==> config.mk <==
export PLATFORM = sky130hd
export DESIGN_NAME = ufsm_top
export DESIGN_NICKNAME = d
export VERILOG_FILES = /design/src/ufsm_pkg.sv /design/src/ufsm_top.sv /design/src/ufsm_ocd.sv
export SDC_FILE = /design/constraint.sdc
export NUM_CORES = 1
export LEC_CHECK = 0
export ABC_AREA = 1
export BUFFER_PORTS_ARGS = -buffer_cell sky130_fd_sc_hd__buf_4
export CAP_MARGIN = 20
export CORE_MARGIN = 1
export CORE_UTILIZATION = 54
export CTS_BUF_LIST = sky130_fd_sc_hd__clkbuf_8
export DETAILED_ROUTE_END_ITERATION = 10
export GPL_ROUTABILITY_DRIVEN = 1
export PLACE_DENSITY = 0.83
export SLEW_MARGIN = 0
export SYNTH_ARGS = -nofsm -noshare
export SYNTH_HDL_FRONTEND = slang
export SYNTH_SLANG_ARGS = --single-unit
export TNS_END_PERCENT = 10
==> constraint.sdc <==
create_clock -name clk -period 2.4 [get_ports clk]
set_input_delay 0.36 -clock clk [delete_from_list [all_inputs] [get_ports clk]]
set_output_delay 0.36 -clock clk [all_outputs]
set_load 0.02 [all_outputs]
==> src/ufsm_pkg.sv <==
// ufsm_pkg: states, transmit modes and primitive parameter positions for
// the user-side layer 1 fault state machine.
// assumes a single 200 MHz clock domain; no timing counts are needed.
`default_nettype none

package ufsm_pkg;

  typedef enum logic [2:0] {
    UFSM_POWER_OFF,
    UFSM_OPERATIONAL,
    UFSM_UPSTREAM_NET_FAULT,
    UFSM_DOWNSTREAM_LINK_FAULT,
    UFSM_DOWNSTREAM_NET_FAULT,
    UFSM_UPSTREAM_LINK_FAULT,
    UFSM_DUAL_FAULT,
    UFSM_POWER_ON
  } ufsm_state_t;

  typedef enum logic [1:0] {
    UFSM_TX_NONE,
    UFSM_TX_CELLS,
    UFSM_TX_OAM_SRDI_PRDI,
    UFSM_TX_OAM_PRDI
  } ufsm_tx_t;

  // width of the parameter vector of error and correction reports, one bit per condition (dual fault sets two, one from downstream net or upstream link fault)
  localparam int unsigned UFSM_PARAM_W = 5;
  // bit positions inside that vector
  localparam int unsigned UFSM_P_POWER = 0;
  localparam int unsigned UFSM_P_UP_ACCESS = 1;
  localparam int unsigned UFSM_P_DN_IFACE = 2;
  localparam int unsigned UFSM_P_DN_ACCESS = 3;
  localparam int unsigned UFSM_P_UP_IFACE = 4;
  localparam logic [UFSM_PARAM_W-1:0] UFSM_P_NONE = 5'h0_0;

  // reset value of the power level filter: powered at reset release
  localparam logic UFSM_PWR_RST = 1'b1;
  localparam ufsm_state_t UFSM_STATE_RST = UFSM_POWER_ON;
  localparam ufsm_tx_t UFSM_TX_RST = UFSM_TX_NONE;

endpackage

`default_nettype wire

==> src/ufsm_top.sv <==
// ufsm_top: user-side layer 1 maintenance state machine with primitive
// reports toward the link layer and the management entity.
// assumes defect and cell indications are levels from logic on clk; the
// power-good input is a pin and is filtered here.
// What this block does
// - power loss enters power off, error 0, deactive only from operational
// - power return goes silently to power on; leave only on received signal or power loss
// - normal cells restore operational with link active and mgmt activate
// - no signal when off or powering on; cells in three states
// - P-RDI alone moves operational or power on to upstream net fault
// - LOS or LCD enters downstream link fault from every powered state
// - P-AIS enters downstream net fault from four states, error 3
// - P-RDI with S-RDI enters upstream link fault, error 4
// - downstream link fault ignores P-RDI, P-AIS and RDI-pair indications
// - path trace mismatch, when checking is on, acts as LCD
// - every error report names its condition: 0 power, 1 to 4 faults
// - every recovery report names the fault condition that cleared
// - mgmt activate reports recovery and initialisation on return to operational
// - out-of-delineation set on sync to hunt, cleared on presync to sync
`default_nettype none

module ufsm_top
  import ufsm_pkg::*;
(
  input wire logic clk,
  input wire logic rst,
  input wire logic power_good,
  input wire logic rx_los,
  input wire logic rx_lcd,
  input wire logic trace_check_en,
  input wire logic rx_trace_mismatch,
  input wire logic rx_p_rdi,
  input wire logic rx_s_rdi,
  input wire logic rx_p_ais,
  input wire logic rx_normal_cells,
  input wire logic delin_sync_to_hunt,
  input wire logic delin_presync_to_sync,
  input wire logic delin_lcd_entered,
  output logic ocd_anomaly,
  output ufsm_state_t user_state,
  output ufsm_tx_t tx_mode,
  output logic link_active_ind,
  output logic link_deactive_ind,
  output logic mgmt_activate_ind,
  output logic mgmt_error_ind,
  output logic [UFSM_PARAM_W-1:0] mgmt_error_param,
  output logic mgmt_correction_ind,
  output logic [UFSM_PARAM_W-1:0] mgmt_correction_param
);

  function automatic logic [UFSM_PARAM_W-1:0] pbit(input int unsigned n);
    logic [UFSM_PARAM_W-1:0] v;
    v = UFSM_P_NONE;
    v[n] = 1'b1;
    return v;
  endfunction

  function automatic logic [UFSM_PARAM_W-1:0] cleared(input ufsm_state_t s);
    logic [UFSM_PARAM_W-1:0] v;
    v = UFSM_P_NONE;
    unique case (s)
      UFSM_UPSTREAM_NET_FAULT: v = pbit(UFSM_P_UP_ACCESS);
      UFSM_DOWNSTREAM_LINK_FAULT: v = pbit(UFSM_P_DN_IFACE);
      UFSM_DOWNSTREAM_NET_FAULT: v = pbit(UFSM_P_DN_ACCESS);
      UFSM_UPSTREAM_LINK_FAULT: v = pbit(UFSM_P_UP_IFACE);
      UFSM_DUAL_FAULT: v = pbit(UFSM_P_DN_ACCESS) | pbit(UFSM_P_UP_IFACE);
      UFSM_POWER_OFF, UFSM_OPERATIONAL, UFSM_POWER_ON: v = UFSM_P_NONE;
    endcase
    return v;
  endfunction

  function automatic ufsm_tx_t tx_of(input ufsm_state_t s);
    ufsm_tx_t t;
    t = UFSM_TX_NONE;
    unique case (s)
      UFSM_POWER_OFF, UFSM_POWER_ON: t = UFSM_TX_NONE;
      UFSM_OPERATIONAL, UFSM_UPSTREAM_NET_FAULT, UFSM_UPSTREAM_LINK_FAULT:
        t = UFSM_TX_CELLS;
      UFSM_DOWNSTREAM_LINK_FAULT: t = UFSM_TX_OAM_SRDI_PRDI;
      UFSM_DOWNSTREAM_NET_FAULT, UFSM_DUAL_FAULT: t = UFSM_TX_OAM_PRDI;
    endcase
    return t;
  endfunction

  // power pin filter: change counts once the second and third stages agree
  logic pwr_s1_reg, pwr_s2_reg, pwr_s3_reg, pwr_lvl_reg;
  logic pwr_lvl_next;

  always_comb
  begin
    pwr_lvl_next = pwr_lvl_reg;
    if (pwr_s2_reg == pwr_s3_reg)
    begin
      pwr_lvl_next = pwr_s3_reg;
    end
  end

  always_ff @(posedge clk or posedge rst)
  begin
    if (rst)
    begin
      pwr_s1_reg <= UFSM_PWR_RST;
      pwr_s2_reg <= UFSM_PWR_RST;
      pwr_s3_reg <= UFSM_PWR_RST;
      pwr_lvl_reg <= UFSM_PWR_RST;
    end
    else
    begin
      pwr_s1_reg <= power_good;
      pwr_s2_reg <= pwr_s1_reg;
      pwr_s3_reg <= pwr_s2_reg;
      pwr_lvl_reg <= pwr_lvl_next;
    end
  end

  // received indication decode
  logic los_lcd, ind_dual, ind_up_iface, ind_dn_access, ind_up_access, fault_any;

  assign los_lcd = rx_los | rx_lcd | (trace_check_en & rx_trace_mismatch);
  assign ind_dual = rx_p_ais & rx_s_rdi & rx_p_rdi;
  assign ind_up_iface = rx_p_rdi & rx_s_rdi & ~rx_p_ais;
  assign ind_dn_access = rx_p_ais & ~(rx_s_rdi & rx_p_rdi);
  assign ind_up_access = rx_p_rdi & ~rx_s_rdi & ~rx_p_ais;
  assign fault_any = ind_dual | ind_up_iface | ind_dn_access | ind_up_access;

  ufsm_state_t state_reg, state_next, tgt;
  ufsm_tx_t tx_reg, tx_next;
  logic la_reg, la_next, ld_reg, ld_next, ma_reg, ma_next;
  logic ei_reg, ei_next, ci_reg, ci_next, go;
  logic [UFSM_PARAM_W-1:0] ep_reg, ep_next, cp_reg, cp_next, bits;

  always_comb
  begin
    state_next = state_reg;
    la_next = 1'b0;
    ld_next = 1'b0;
    ma_next = 1'b0;
    ep_next = UFSM_P_NONE;
    cp_next = UFSM_P_NONE;
    go = 1'b0;
    tgt = state_reg;
    bits = UFSM_P_NONE;
    if (!pwr_lvl_reg)
    begin
      if (state_reg != UFSM_POWER_OFF)
      begin
        go = 1'b1;
        tgt = UFSM_POWER_OFF;
        bits = pbit(UFSM_P_POWER);
      end
    end
    else if (state_reg == UFSM_POWER_OFF)
    begin
      state_next = UFSM_POWER_ON;
    end
    else if (los_lcd)
    begin
      if (state_reg != UFSM_DOWNSTREAM_LINK_FAULT)
      begin
        go = 1'b1;
        tgt = UFSM_DOWNSTREAM_LINK_FAULT;
        bits = pbit(UFSM_P_DN_IFACE);
      end
    end
    else if (fault_any && state_reg != UFSM_DOWNSTREAM_LINK_FAULT)
    begin
      if (ind_dual)
      begin
        tgt = UFSM_DUAL_FAULT;
        go = (state_reg != UFSM_DUAL_FAULT);
        bits = pbit(UFSM_P_DN_ACCESS) | pbit(UFSM_P_UP_IFACE);
        if (state_reg == UFSM_DOWNSTREAM_NET_FAULT)
        begin
          bits = pbit(UFSM_P_UP_IFACE);
        end
        if (state_reg == UFSM_UPSTREAM_LINK_FAULT)
        begin
          bits = pbit(UFSM_P_DN_ACCESS);
        end
      end
      else if (ind_up_iface)
      begin
        tgt = UFSM_UPSTREAM_LINK_FAULT;
        bits = pbit(UFSM_P_UP_IFACE);
        go = state_reg inside {UFSM_OPERATIONAL, UFSM_UPSTREAM_NET_FAULT,
                               UFSM_DOWNSTREAM_NET_FAULT, UFSM_POWER_ON};
      end
      else if (ind_dn_access)
      begin
        tgt = UFSM_DOWNSTREAM_NET_FAULT;
        bits = pbit(UFSM_P_DN_ACCESS);
        go = state_reg inside {UFSM_OPERATIONAL, UFSM_UPSTREAM_NET_FAULT,
                               UFSM_UPSTREAM_LINK_FAULT, UFSM_POWER_ON};
      end
      else
      begin
        tgt = UFSM_UPSTREAM_NET_FAULT;
        bits = pbit(UFSM_P_UP_ACCESS);
        go = state_reg inside {UFSM_OPERATIONAL, UFSM_POWER_ON};
      end
    end
    else if (rx_normal_cells && state_reg != UFSM_OPERATIONAL)
    begin
      state_next = UFSM_OPERATIONAL;
      la_next = 1'b1;
      ma_next = 1'b1;
      cp_next = cleared(state_reg);
    end
    // a fault seen while a fault indication persists blocks recovery above
    if (go)
    begin
      state_next = tgt;
      ep_next = bits;
      ld_next = (state_reg == UFSM_OPERATIONAL);
    end
    ei_next = |ep_next;
    ci_next = |cp_next;
    tx_next = tx_of(state_next);
  end

  always_ff @(posedge clk or posedge rst)
  begin
    if (rst)
    begin
      state_reg <= UFSM_STATE_RST;
      tx_reg <= UFSM_TX_RST;
      la_reg <= 1'b0;
      ld_reg <= 1'b0;
      ma_reg <= 1'b0;
      ei_reg <= 1'b0;
      ci_reg <= 1'b0;
      ep_reg <= UFSM_P_NONE;
      cp_reg <= UFSM_P_NONE;
    end
    else
    begin
      state_reg <= state_next;
      tx_reg <= tx_next;
      la_reg <= la_next;
      ld_reg <= ld_next;
      ma_reg <= ma_next;
      ei_reg <= ei_next;
      ci_reg <= ci_next;
      ep_reg <= ep_next;
      cp_reg <= cp_next;
    end
  end

  ufsm_ocd u_ocd (
    .clk(clk),
    .rst(rst),
    .sync_to_hunt(delin_sync_to_hunt),
    .presync_to_sync(delin_presync_to_sync),
    .lcd_entered(delin_lcd_entered),
    .ocd_anomaly(ocd_anomaly)
  );

  assign user_state = state_reg;
  assign tx_mode = tx_reg;
  assign link_active_ind = la_reg;
  assign link_deactive_ind = ld_reg;
  assign mgmt_activate_ind = ma_reg;
  assign mgmt_error_ind = ei_reg;
  assign mgmt_error_param = ep_reg;
  assign mgmt_correction_ind = ci_reg;
  assign mgmt_correction_param = cp_reg;
endmodule

`default_nettype wire

==> src/ufsm_ocd.sv <==
// ufsm_ocd: out-of-delineation anomaly flag driven by the delineation
// process transitions.
// assumes the transition strobes are one-cycle pulses on the same clock.
`default_nettype none

module ufsm_ocd
  import ufsm_pkg::*;
(
  input wire logic clk,
  input wire logic rst,
  input wire logic sync_to_hunt,
  input wire logic presync_to_sync,
  input wire logic lcd_entered,
  output logic ocd_anomaly
);

  logic ocd_reg;
  logic ocd_next;

  always_comb
  begin
    ocd_next = ocd_reg;
    if (presync_to_sync || lcd_entered)
    begin
      ocd_next = 1'b0;
    end
    // a fresh loss of sync in the clearing cycle must not be lost
    if (sync_to_hunt)
    begin
      ocd_next = 1'b1;
    end
  end

  always_ff @(posedge clk or posedge rst)
  begin
    if (rst)
    begin
      ocd_reg <= 1'b0;
    end
    else
    begin
      ocd_reg <= ocd_next;
    end
  end

  assign ocd_anomaly = ocd_reg;
endmodule

`default_nettype wire

* Yosys cells after proc, flatten, opt, wreduce, memory -nomap -nowiden
Memories as Yosys holds them, arrays and structs flattened. A register that Yosys moved wholly into a read port is not among the register bits.
Cells that the tools add are included.
** Operators by class
- Div/mod/pow operators :: 0
- Equality and inequality tests :: 9
- Bitwise logic cells :: 16
- Add/subtract/negate cells :: 0
- Magnitude comparators :: 0
- Shifts and indexed selects :: 0
- Multiply operators :: 0
- Muxes and demuxes :: 49
- Reductions and logical operators :: 11
** Operator list (count)
- 2-to-1 mux 5 bit :: 13
- 2-to-1 mux 3 bit :: 16
- 2-to-1 mux 1 bit :: 18
- OR reduction 5 bit :: 2
- == test 3 bit (second input constant) :: 3
- bitwise AND 1 bit :: 8
- 2-to-1 mux 4 bit :: 2
- nonzero test 4 bit :: 2
- OR 1 bit :: 5
- nonzero test 2 bit :: 2
- == test 3 x 1 -> 1 bit (second input constant) :: 1
- == test 3 x 2 -> 1 bit (second input constant) :: 1
- zero test 3 bit :: 1
- != test 3 x 1 -> 1 bit (second input constant) :: 1
- != test 3 x 2 -> 1 bit (second input constant) :: 1
- != test 3 bit (second input constant) :: 1
- NOT 1 bit :: 3
- nonzero test 3 bit :: 1
- logical AND 1 bit :: 2
- == test 1 bit :: 1
- logical OR 1 bit :: 1
** Word-level totals
- Bits in read-only memories :: 48
- RAM bits :: 0
- Input port bits :: 14
- Memories :: 2
- Latch bits :: 0
- Output and inout port bits :: 21
- Register bits after elaboration :: 22
** Memories
- (name not given) :: words 8, bits a word 4, read ports 1, clocked after memory_dff 0, write ports 0, line ufsm_top.sv:61 : unique case (s)
- (name not given) :: words 8, bits a word 2, read ports 1, clocked after memory_dff 1, write ports 0, line ufsm_top.sv:75 : unique case (s)

* Longest topological paths before layout
Gate-level depths: netlist of run 1.
- Word-level depth :: 12
- Gate-level depth with buffers :: 20
- Depth with buffers taken out :: 20

* Modules after synthesis
Synthesis of run 1 repeated with hierarchy kept, for this count alone.
** Second synthesis, totals
- Cell total of the unflattened synthesis :: 168
- Area total of the unflattened synthesis :: 1358.8 um2
** By module, submodules not included
- ufsm_top :: area an instance 1310.0 um2, times used 1, seq. area each 559.3 um2, cells each 161
- ufsm_ocd :: area an instance 48.8 um2, times used 1, seq. area each 25.0 um2, cells each 7

* Least setup slack after synthesis of run 1
No wires, ideal clock.
- Kind :: reg2reg
- Start point :: register state_reg[0] (netlist: user_state[0])
- End point :: register tx_reg[0] (netlist: tx_mode[0])
- Data arrival time :: 2.095 ns
- Stages on the path, launching flop included :: 18
- Path buffers :: 0
- Data required time :: 2.283 ns
- Setup time :: 0.117 ns
- Clock period less this slack :: 2.211 ns
- Slack :: 0.189 ns
- Cells stage by stage :: dfstp_2 -> inv_1 -> ha_1 -> nand2_1 -> nand3_1 -> nand2_1 -> nand2_1 -> nand2_1 -> nand2_1 -> nand2_1 -> nand2_2 -> nand2_4 -> nand2_4 -> o21ai_1 -> inv_1 -> ha_1 -> nand3_1 -> nand2_1
** On the way
- Cells in the longest elaborated chain, start to end :: 10
- Elaborated cells between the ends (all ways) :: 36
- Those cells by class :: 8 x eq/ne; 21 x mux; 7 x reduce/logical
** Ends and longest elaborated chain
- start: declaration :: line ufsm_top.sv:126 : ufsm_state_t state_reg, state_next, tgt;
- start signal: assignment :: line ufsm_top.sv:237 : state_reg <= state_next;
- == test 3 x 1 -> 1 bit (tied with other cells) :: line ufsm_top.sv:185, ufsm_top.sv:192, ufsm_top.sv:199
- nonzero test 4 bit or nonzero test 2 bit (tied branches) :: line ufsm_top.sv:192, ufsm_top.sv:199
- 2-to-1 mux 1 bit :: line ufsm_top.sv:188 : else if (ind_dn_access)
- 2-to-1 mux 1 bit :: line ufsm_top.sv:181 : else if (ind_up_iface)
- 2-to-1 mux 1 bit :: line ufsm_top.sv:167 : if (ind_dual)
- 2-to-1 mux 1 bit :: line ufsm_top.sv:165 : else if (fault_any && state_reg != UFSM_DOWNSTREAM_LINK_FAULT)
- 2-to-1 mux 1 bit :: line ufsm_top.sv:156 : else if (los_lcd)
- 2-to-1 mux 1 bit :: line ufsm_top.sv:152 : else if (state_reg == UFSM_POWER_OFF)
- 2-to-1 mux 1 bit :: line ufsm_top.sv:143 : if (!pwr_lvl_reg)
- 2-to-1 mux 3 bit (*) :: line ufsm_top.sv:210 : if (go)
- via state_next[1] :: line ufsm_top.sv:126
- end: declaration :: line ufsm_top.sv:127 : ufsm_tx_t tx_reg, tx_next;
Mark *: on every way through the listed nets, which the timed path passes. The rest lies on a longest branch.
A chain may end at the register's enable or synchronous reset.

* Worst setup path in the final report of run 1
Ends and elaborated chain as after synthesis.

==> impl_metrics.json, run 1 <==
{
  "place_hpwl_um": 2160,
  "relSlewSlack": 0.445,
  "p_total_uw": 1900,
  "synth_enable_flop_cells": 0,
  "core_area_sq_um": 2320,
  "grt_use_total": 0.229,
  "syn2layout_area_growth_pct": 26.0,
  "critPathRequiredTime_ns": 2.55,
  "largest_register_ff_count": 5,
  "dp_worst_setup_slack_ns": 0.0760,
  "drive_above_1_share": 0.408,
  "start_util": 0.597,
  "ys_seq_area_frac": 0.422,
  "synth_area_sq_um": 1390,
  "synth_cells": 161,
  "grt_pass1_wl_um": 4660,
  "routabilityCongestion": 1.03,
  "ios": 35,
  "die_area_sq_um": 2770,
  "cp-start-kind": "flip-flop",
  "vias": 1194,
  "reg2reg_slack_ns": 0.14,
  "synth_cell_types": 30,
  "cts_buffers": 3,
  "clock_sinks": 23,
  "powerDensity_nw_per_um2": 1090,
  "diodes": 0,
  "port_buffers": 33,
  "wl_per_cell_um": 12.6,
  "cts_hold_buf": 0,
  "fill_cells": 167,
  "overflow": 0,
  "insertion_delay_ns": 0.26,
  "hold_violations": 0,
  "synth_nets": 184,
  "die_w_um": 52.6,
  "final.setup.tns_ns": 0,
  "first_iter_violations": 34,
  "worstSetupPathType": "reg -> reg",
  "h-tree-depth": 1,
  "endpoint_kind": "flip-flop",
  "clock.fmax_ghz": 0.443,
  "root_buffer": "clkbuf_8",
  "antenna_found_initial": 0,
  "drv_slew": 0,
  "hp-class": "in -> reg",
  "synth_warnings": 0,
  "drt_pass1_iterations": 4,
  "ys_ff_latch": 23,
  "setup_violations": 0,
  "status": "finished clean",
  "syn_area_per_cell_sq_um": 8.60,
  "grt_max_degree": 24,
  "final_nets": 225,
  "ant_nets": 0,
  "tightest_slew_ns": 0.832,
  "cp.arrival_ns": 2.41,
  "drc": 0,
  "clockBufferDepth": 2,
  "power.leakage_uw": 0.000938,
  "path_max_fanout": 6,
  "cap_viol_max_count": 0,
  "drt_wl_total_um": 2880,
  "rows": 17,
  "clkTransAtPathRegs_ns": 0.08,
  "cts_tree": "done",
  "ys.flop_type": "dfrtp_1",
  "worst_slack_ns": 0.142,
  "async_flop_share": 1.00,
  "die_y_um": 52.6,
  "vias_per_cell": 5.21,
  "fin_crit_sh": 0.941,
  "first_global_vias": 1068,
  "skew_ns": 0.00581,
  "min_period_ns": 2.26,
  "ir_drop_v": 0.000866
}
-- critical path, cell delays in order, from the launching register on --
cell and delay (ns):
dfstp_2 0.53, buf_4 0.12, ha_2 0.18, nand2_2 0.07, nand3_2 0.09, nand2_1 0.05, nand2_1 0.05, nand2_1 0.04
nand2_1 0.05, nand2_1 0.06, nand2_2 0.08, nand2_4 0.07, nand2_4 0.11, nand2_1 0.05, o21ai_1 0.06, inv_1 0.08
ha_1 0.29, nand3_1 0.08, nand2_1 0.05
-- stage by stage --
stage,cell area (sq um),utilization,hold slack (ns),instances
floorplan,1390,-,0.345,161
global placement,1650,0.711,0.346,220
detailed placement,1650,0.711,0.347,220
CTS,1700,0.731,0.202,224
global route,1750,0.753,0.190,229
finish,1750,0.753,0.207,229
-- Yosys cell counts (2+ instances only) --
cell type  instances  area, sq um
nand2_2            3         18.8
inv_1             19         71.3
o21a_1             2         15.0
dfrtp_1           16          400
nor3_1             4         20.0
dfstp_2            7          184
nand3_2            2         20.0
ha_1               9          113
nor2_2             4         25.0
a21oi_1            3         15.0
inv_2              7         26.3
nor3_2             2         20.0
nand3b_1           2         15.0
nand3_4            3         52.6
o21ai_1            4         20.0
nor2_1            13         48.8
nand3_1            7         35.0
nand2_1           37          139
nand2_4            5         56.3
buf_4              2         15.0
-- layer usage --
| metal | wire [um] | track usage |
|---|---|---|
| met5 | 0 | 0 |
| met2 | 1430 | 0.382 |
| met1 | 1150 | 0.290 |
| met3 | 250 | 0.0580 |
| met4 | 56 | 0.0658 |
-- cell type report --
| class | count | area (sq um) | share of cell area |
|---|---|---|---|
| repair buffers | 39 | 293 | 0.168 |
| inverters | 27 | 104 | 0.0595 |
| well taps | 28 | 35.0 | 0.0201 |
| clock inverters | 1 | 5.00 | 0.00287 |
| multi-input cells | 108 | 683 | 0.391 |
| clock buffers | 3 | 41.3 | 0.0237 |
| flip-flops and latches | 23 | 584 | 0.335 |
-- cell families (layout without fill, tap and decap cells) --
kind of cell | count (synthesis) | in the layout | share of synthesized area
compound gates | 14 | 14 | 0.0632
fa+ha+maj | 10 | 10 | 0.0885
buf+inv | 30 | 70 | 0.0940
flops | 23 | 23 | 0.422
other cells | 1 | 1 | 0.00271
simple gates | 83 | 83 | 0.330
-- power by group --
part | total, uW | internal (uW) | switching, uW | leakage, uW
Combinational | 1120 | 445 | 679 | 0.000628
Clock | 231 | 115 | 115 | 0.0000255
Sequential | 540 | 491 | 49.2 | 0.000285
-- final timing paths --
path	to	start	cells after the start
setup / recovery	tx_mode[0]	user_state[0]	18
hold / removal	pwr_s1_reg	power_good	1
setup reg to reg	tx_mode[0]	user_state[0]	18
hold reg to reg	pwr_s2_reg	pwr_s1_reg	0
max in group asynchronous	mgmt_correction_ind	rst	2
min in group asynchronous	mgmt_correction_param[3]	rst	2
-- repair_timing --
| item | CTS | global route |
|---|---|---|
| resized for setup | 0 | 4 |
| endpoints found under the setup margin | 0 | 2 |
| setup buffers | 0 | 5 |
-- cells in the final DEF, fill, tap and decap left out, types with 2 or more instances in the layout --
cell type | netlist | final
nor3_1 | 4 | 4
clkbuf_8 | 0 | 3
nand3_4 | 3 | 3
a21oi_1 | 3 | 3
nand3b_1 | 2 | 2
nand2_2 | 3 | 4
inv_2 | 7 | 7
o21ai_1 | 4 | 4
ha_1 | 9 | 7
nand2_4 | 5 | 5
dfrtp_1 | 16 | 16
nor2_2 | 4 | 4
inv_1 | 19 | 19
ha_2 | 0 | 2
nor3_2 | 2 | 2
nand2_1 | 37 | 36
nor2_1 | 13 | 13
nand3_2 | 2 | 3
o21a_1 | 2 | 2
dfstp_2 | 7 | 7
nand3_1 | 7 | 6
buf_4 | 2 | 39
Note: power is estimated with default switching activity, not from simulation.
==> run 2, diff against run 1 <==
- clock period: 2.4 -> 2.29 ns (I/O delays scaled with it)
==> run 2 against run 1 <==
Clock power rose by 12%. Global-route usage rose by 3.6 points. Power rose by 23%. First-iteration DRC count did not move. Sequential power rose by 9.4%. Wire length rose by 21%. Maximum frequency rose by 0.98%. Combinational power rose by 31%. Cell count rose by 3.5%. Sequential share of layout area fell by 2.9 points. Worst setup slack got worse by 0.088 ns. Hold slack got worse by 0.026 ns. Critical path type unchanged. Highest routed layer unchanged.
==> impl_metrics.json, run 2 (synthesis gave the netlist of run 1 again) <==
{
  "insertion_delay_ns": 0.27,
  "min_period_ns": 2.24,
  "h-tree-depth": 1,
  "critPathRequiredTime_ns": 2.45,
  "status": "finished clean",
  "die_area_sq_um": 2770,
  "clock.fmax_ghz": 0.447,
  "setup_violations": 0,
  "hp-class": "in -> reg",
  "drive_above_1_share": 0.507,
  "powerDensity_nw_per_um2": 1220,
  "hold_violations": 0,
  "path_max_fanout": 5,
  "cts_hold_buf": 0,
  "crit_path_frequent_cell": "nand2_1",
  "r2r_start": "user_state[1]",
  "crit_slowest_cell": "dfstp_2",
  "first_iter_violations": 34,
  "drt_pass1_iterations": 4,
  "cp.arrival_ns": 2.40,
  "clockBufferDepth": 2,
  "antenna_found_initial": 0,
  "clock_sinks": 23,
  "rsz0062_at_grt": "true",
  "worstHoldStart": "power_good",
  "crit_chain": "buf_4 -> ha_2 -> nand2_1 -> nor2_2 -> nor2_2 -> nand2_1 -> nand2_2 -> nand2_4 -> nand2_4 -> o21ai_2 -> inv_2 -> buf_6 -> ha_2 -> nand3_2 -> nand2_1",
  "endpoint_kind": "flip-flop",
  "final_nets": 233,
  "die_w_um": 52.6,
  "rows": 17,
  "drt_wl_total_um": 3480,
  "final.setup.tns_ns": 0,
  "critPathTopFamily": "simple AND/OR/NAND/NOR gates",
  "ios": 35,
  "cts_buffers": 3,
  "ir_drop_v": 0.00101,
  "fill_cells": 117,
  "worstSetupPathType": "reg -> reg",
  "drv_slew": 0,
  "regArea_sq_um": 584,
  "vias": 1281,
  "final_util": 0.824,
  "cts_tree": "done",
  "fin_crit_sh": 0.976,
  "clkTransAtPathRegs_ns": 0.09,
  "relSlewSlack": 0.451,
  "cap_viol_max_count": 0,
  "largest_register_ff_count": 5,
  "dp_cells": 222,
  "place_hpwl_um": 2420,
  "startpoint": "user_state[1]",
  "syn2layout_area_growth_pct": 37.8,
  "grt_max_degree": 24,
  "crit_buf_inv": 3,
  "instances_no_fill": 237,
  "tightest_slew_ns": 0.822,
  "die_y_um": 52.6,
  "overflow": 0,
  "vias_per_cell": 5.41,
  "skew_ns": 0.00868,
  "p_total_uw": 2320,
  "final_common_cell": "buf_4",
  "drc": 0,
  "port_buffers": 33,
  "dp_worst_setup_slack_ns": -0.0603,
  "mostFrequentLayoutCells": "buf_4, nand2_1, dfrtp_1, inv_1, nor2_1",
  "multiInputGateArea_sq_um": 774,
  "start_util": 0.597,
  "power.leakage_uw": 0.00100,
  "first_global_vias": 1162,
  "cp-start-kind": "flip-flop",
  "worst_slack_ns": 0.0539,
  "grt_pass1_wl_um": 5180,
  "slowest_delay_ns": 0.56,
  "wl_per_cell_um": 14.7,
  "grt_use_total": 0.265,
  "routabilityCongestion": 0.991,
  "core_area_sq_um": 2320,
  "diodes": 0,
  "root_buffer": "clkbuf_8",
  "ant_nets": 0
}
[run 2: changes by cell type in the layout (fill, tap and decap cells not counted), moves of 2 or more]
| cell | before | now |
|---|---|---|
| ha_4 | 0 | 4 |
| inv_4 | 1 | 3 |
| nand3_1 | 6 | 3 |
| buf_4 | 39 | 45 |
| ha_1 | 7 | 3 |
| nand2_4 | 5 | 7 |
| nand3_2 | 3 | 6 |
| buf_6 | 0 | 2 |
| nand2_1 | 36 | 34 |
| inv_1 | 19 | 14 |
| inv_2 | 7 | 10 |
[run 2: cell type report]
class	count	area share
tap	28	0.0183
clock buffer	3	0.0216
sequential	23	0.306
timing repair buffer	47	0.189
multi-input combinational	108	0.406
clock inverter	1	0.00262
inverter	27	0.0570
[run 2: worst reg2reg max path, delay by kind of cell, from the launching register on]
family | cells | cell delay (ns)
DFF | 1 | 0.56
buffers and inverters | 3 | 0.32
and+or+nand+nor | 9 | 0.72
adders and majority gates | 2 | 0.37
AOI/OAI and AO/OA | 1 | 0.14
[run 2: repair_timing]
| item | CTS | global route |
|---|---|---|
| resized for setup | 4 | 26 |
| buffers inserted | 2 | 9 |
| endpoints found under the setup margin | 1 | 2 |
| pin swaps | 1 | 14 |
[run 2: metrics by stage]
stage,area (sq um),hold WS [ns]
after floorplan,1390,0.340
after global placement,1660,0.345
after detailed placement,1660,0.349
after CTS,1740,0.179
after global routing,1910,0.176
final,1910,0.181
[run 2: power by group]
| group | internal, uW | switching, uW | leakage [uW] |
|---|---|---|---|
| combinational | 628 | 846 | 0.000690 |
| clock | 122 | 136 | 0.0000255 |
| sequential | 516 | 74.5 | 0.000285 |
| total | 1270 | 1060 | 0.00100 |
[run 2: per-layer routing]
metal | global-route usage | vias to the layer above | wire (um)
li1 | - | 597 | -
met1 | 0.298 | 600 | 1280
met2 | 0.511 | 71 | 1860
met3 | 0.0348 | 13 | 229
met4 | 0.0746 | 0 | 98
met5 | 0 | - | 0
[run 2: final timing paths]
| check | cells after the start | slack, ns | end |
|---|---|---|---|
| min in group asynchronous | 2 | 0.23 | mgmt_activate_ind |
| worst max-delay path | 15 | 0.05 | tx_mode[1] |
| worst min-delay path | 1 | 0.18 | pwr_s1_reg |
| worst max register to register | 15 | 0.05 | tx_mode[1] |
| worst min register to register | 0 | 0.36 | pwr_s2_reg |
| max in group asynchronous | 2 | 1.54 | tx_mode[0] |
==> run 3, diff against run 2 <==
--- a/config.mk
+++ b/config.mk
@@ -15,4 +15,5 @@
 export GPL_ROUTABILITY_DRIVEN = 1
 export PLACE_DENSITY = 0.83
+export REMOVE_ABC_BUFFERS = 1
 export SLEW_MARGIN = 0
 export SYNTH_ARGS = -nofsm -noshare
==> constraint.sdc (replaced) <==
create_clock -name clk -period 2.29 [get_ports clk]
set_input_delay 0.229 -clock clk [delete_from_list [all_inputs] [get_ports clk]]
set_output_delay 0.229 -clock clk [all_outputs]
set_load 0.02 [all_outputs]
==> run 3 against run 2 <==
Hold slack worse by 0.11 ns. Largest cell class unchanged. Worst setup slack got worse by 0.047 ns. Critical endpoint is now tx_mode[0]. Non-clock buffer count is the same. Sequential share of layout area is 0.72 points higher. Largest power group unchanged. Die area is the same. Via count grew 4.5%. Design area down 2.3%. Cell count unchanged. Clock-buffer cell count is the same.
==> impl_metrics.json, run 3 (synthesis gave the netlist of run 1 again) <==
{
  "insertion_delay_ns": 0.26,
  "vias": 1339,
  "die_y_um": 52.6,
  "fin_crit_sh": 0.997,
  "die_w_um": 52.6,
  "status": "finished clean",
  "syn2layout_area_growth_pct": 34.7,
  "largest_register_ff_count": 5,
  "clock.fmax_ghz": 0.438,
  "min_period_ns": 2.28,
  "place_area_sq_um": 1660,
  "first_global_vias": 1094,
  "root_buffer": "clkbuf_8",
  "use_met2": 0.416,
  "vias_per_cell": 5.65,
  "path_max_fanout": 6,
  "ios": 35,
  "cts_hold_buf": 0,
  "cap_viol_max_count": 0,
  "final_nets": 233,
  "skew_ns": 0.00464,
  "drt_pass1_iterations": 4,
  "grt_use_met1": 0.309,
  "dp_cells": 222,
  "cts_tree": "done",
  "clkTransAtPathRegs_ns": 0.08,
  "port_buffers": 33,
  "ant_nets": 0,
  "drt_wl_total_um": 3720,
  "start_util": 0.597,
  "grt_max_degree": 24,
  "worstSetupPathType": "reg -> reg",
  "cp-start-kind": "flip-flop",
  "worst_slack_ns": 0.00692,
  "mostFrequentLayoutCells": "buf_4, nand2_1, inv_1, dfrtp_1, nor2_1",
  "rows": 17,
  "hold_violations": 0,
  "drv_slew": 0,
  "powerDensity_nw_per_um2": 1190,
  "relSlewSlack": 0.452,
  "critPathRequiredTime_ns": 2.45,
  "clock_sinks": 23,
  "cp.arrival_ns": 2.44,
  "overflow": 0,
  "clockBufferDepth": 2,
  "antenna_found_initial": 0,
  "instances_no_fill": 237,
  "die_area_sq_um": 2770,
  "first_iter_violations": 71,
  "power.leakage_uw": 0.000984,
  "cts_buffers": 3,
  "drive_above_1_share": 0.464,
  "final_common_cell": "buf_4",
  "grt_most_used_layer": "met2",
  "diodes": 0,
  "p_total_uw": 2220,
  "grt_pass1_wl_um": 5020,
  "place_hpwl_um": 2390,
  "tightest_slew_ns": 0.821,
  "drc": 0,
  "dp_worst_setup_slack_ns": -0.00915,
  "core_area_sq_um": 2320,
  "hp-class": "in -> reg",
  "grt_use_total": 0.255,
  "h-tree-depth": 1,
  "wl_per_cell_um": 15.7,
  "ir_drop_v": 0.000982,
  "endpoint_kind": "flip-flop",
  "setup_violations": 0,
  "fin_area_sq_um": 1870,
  "routabilityCongestion": 0.890,
  "grtUsageMet3": 0.0522
}
[run 3: cell types whose count changed in the layout (fill, tap and decap cells not counted), moves of 2 or more]
cell,delta
ha_1,+3
nand3_1,+3
nand3_2,-3
ha_4,-2
inv_1,+2
nand2_4,-2
[run 3: critical path, cell delays in order (launching register included)]
cell	delay, ns
dfstp_2	0.57
inv_4	0.06
ha_4	0.17
inv_1	0.06
nor2_2	0.07
nor2_1	0.15
inv_1	0.11
a21oi_1	0.19
o21ai_2	0.08
nand2_1	0.07
nand2_1	0.05
nand2_1	0.08
nand2_2	0.05
inv_1	0.09
ha_1	0.24
nand3_1	0.08
nand2_1	0.05
[run 3: final cells by class]
| class | instances | area (sq um) |
|---|---|---|
| Multi-Input combinational cell | 108 | 721 |
| Fill cell | 140 | 453 |
| Inverter | 27 | 106 |
| Clock buffer | 3 | 41.3 |
| Timing Repair Buffer | 47 | 373 |
| Tap cell | 28 | 35.0 |
| Sequential cell | 23 | 584 |
| Clock inverter | 1 | 5.00 |
[run 3: per-layer routing]
metal,vias up,part of all wire
met5,-,0
met4,0,0.057
met3,33,0.073
met2,88,0.50
met1,614,0.37
li1,604,-
[run 3: where the power goes]
| group | switching, uW | leakage, uW | internal [uW] |
|---|---|---|---|
| registers | 59.5 | 0.000285 | 515 |
| logic | 817 | 0.000674 | 579 |
| clock network | 129 | 0.0000255 | 121 |
| total | 1010 | 0.000984 | 1220 |
[run 3: timing repair]
action,in CTS,in global routing
setup endpoints to repair,1,2
gates resized for setup,0,17
setup buffers,2,9
pin swaps,0,6
[run 3: path summary, 6_finish.rpt]
path	start	to	slack, ns	depth (start not counted)
setup / recovery	user_state[1]	tx_mode[0]	0.007	16
setup reg to reg	user_state[1]	tx_mode[0]	0.007	16
hold reg to reg	pwr_s1_reg	pwr_s2_reg	0.36	0
max in group asynchronous	rst	tx_mode[0]	1.66	2
hold / removal	power_good	pwr_s1_reg	0.07	1
min in group asynchronous	rst	mgmt_correction_param[2]	0.13	2
[run 3: metrics by stage]
stage,setup TNS (ns),hold slack (ns),util
after floorplan,0,0.226,-
after global placement,0,0.338,0.718
after detailed placement,-0.00915,0.338,0.718
after CTS,0,0.0653,0.744
after global routing,-0.122,0.0652,0.805
final,0,0.0702,0.805
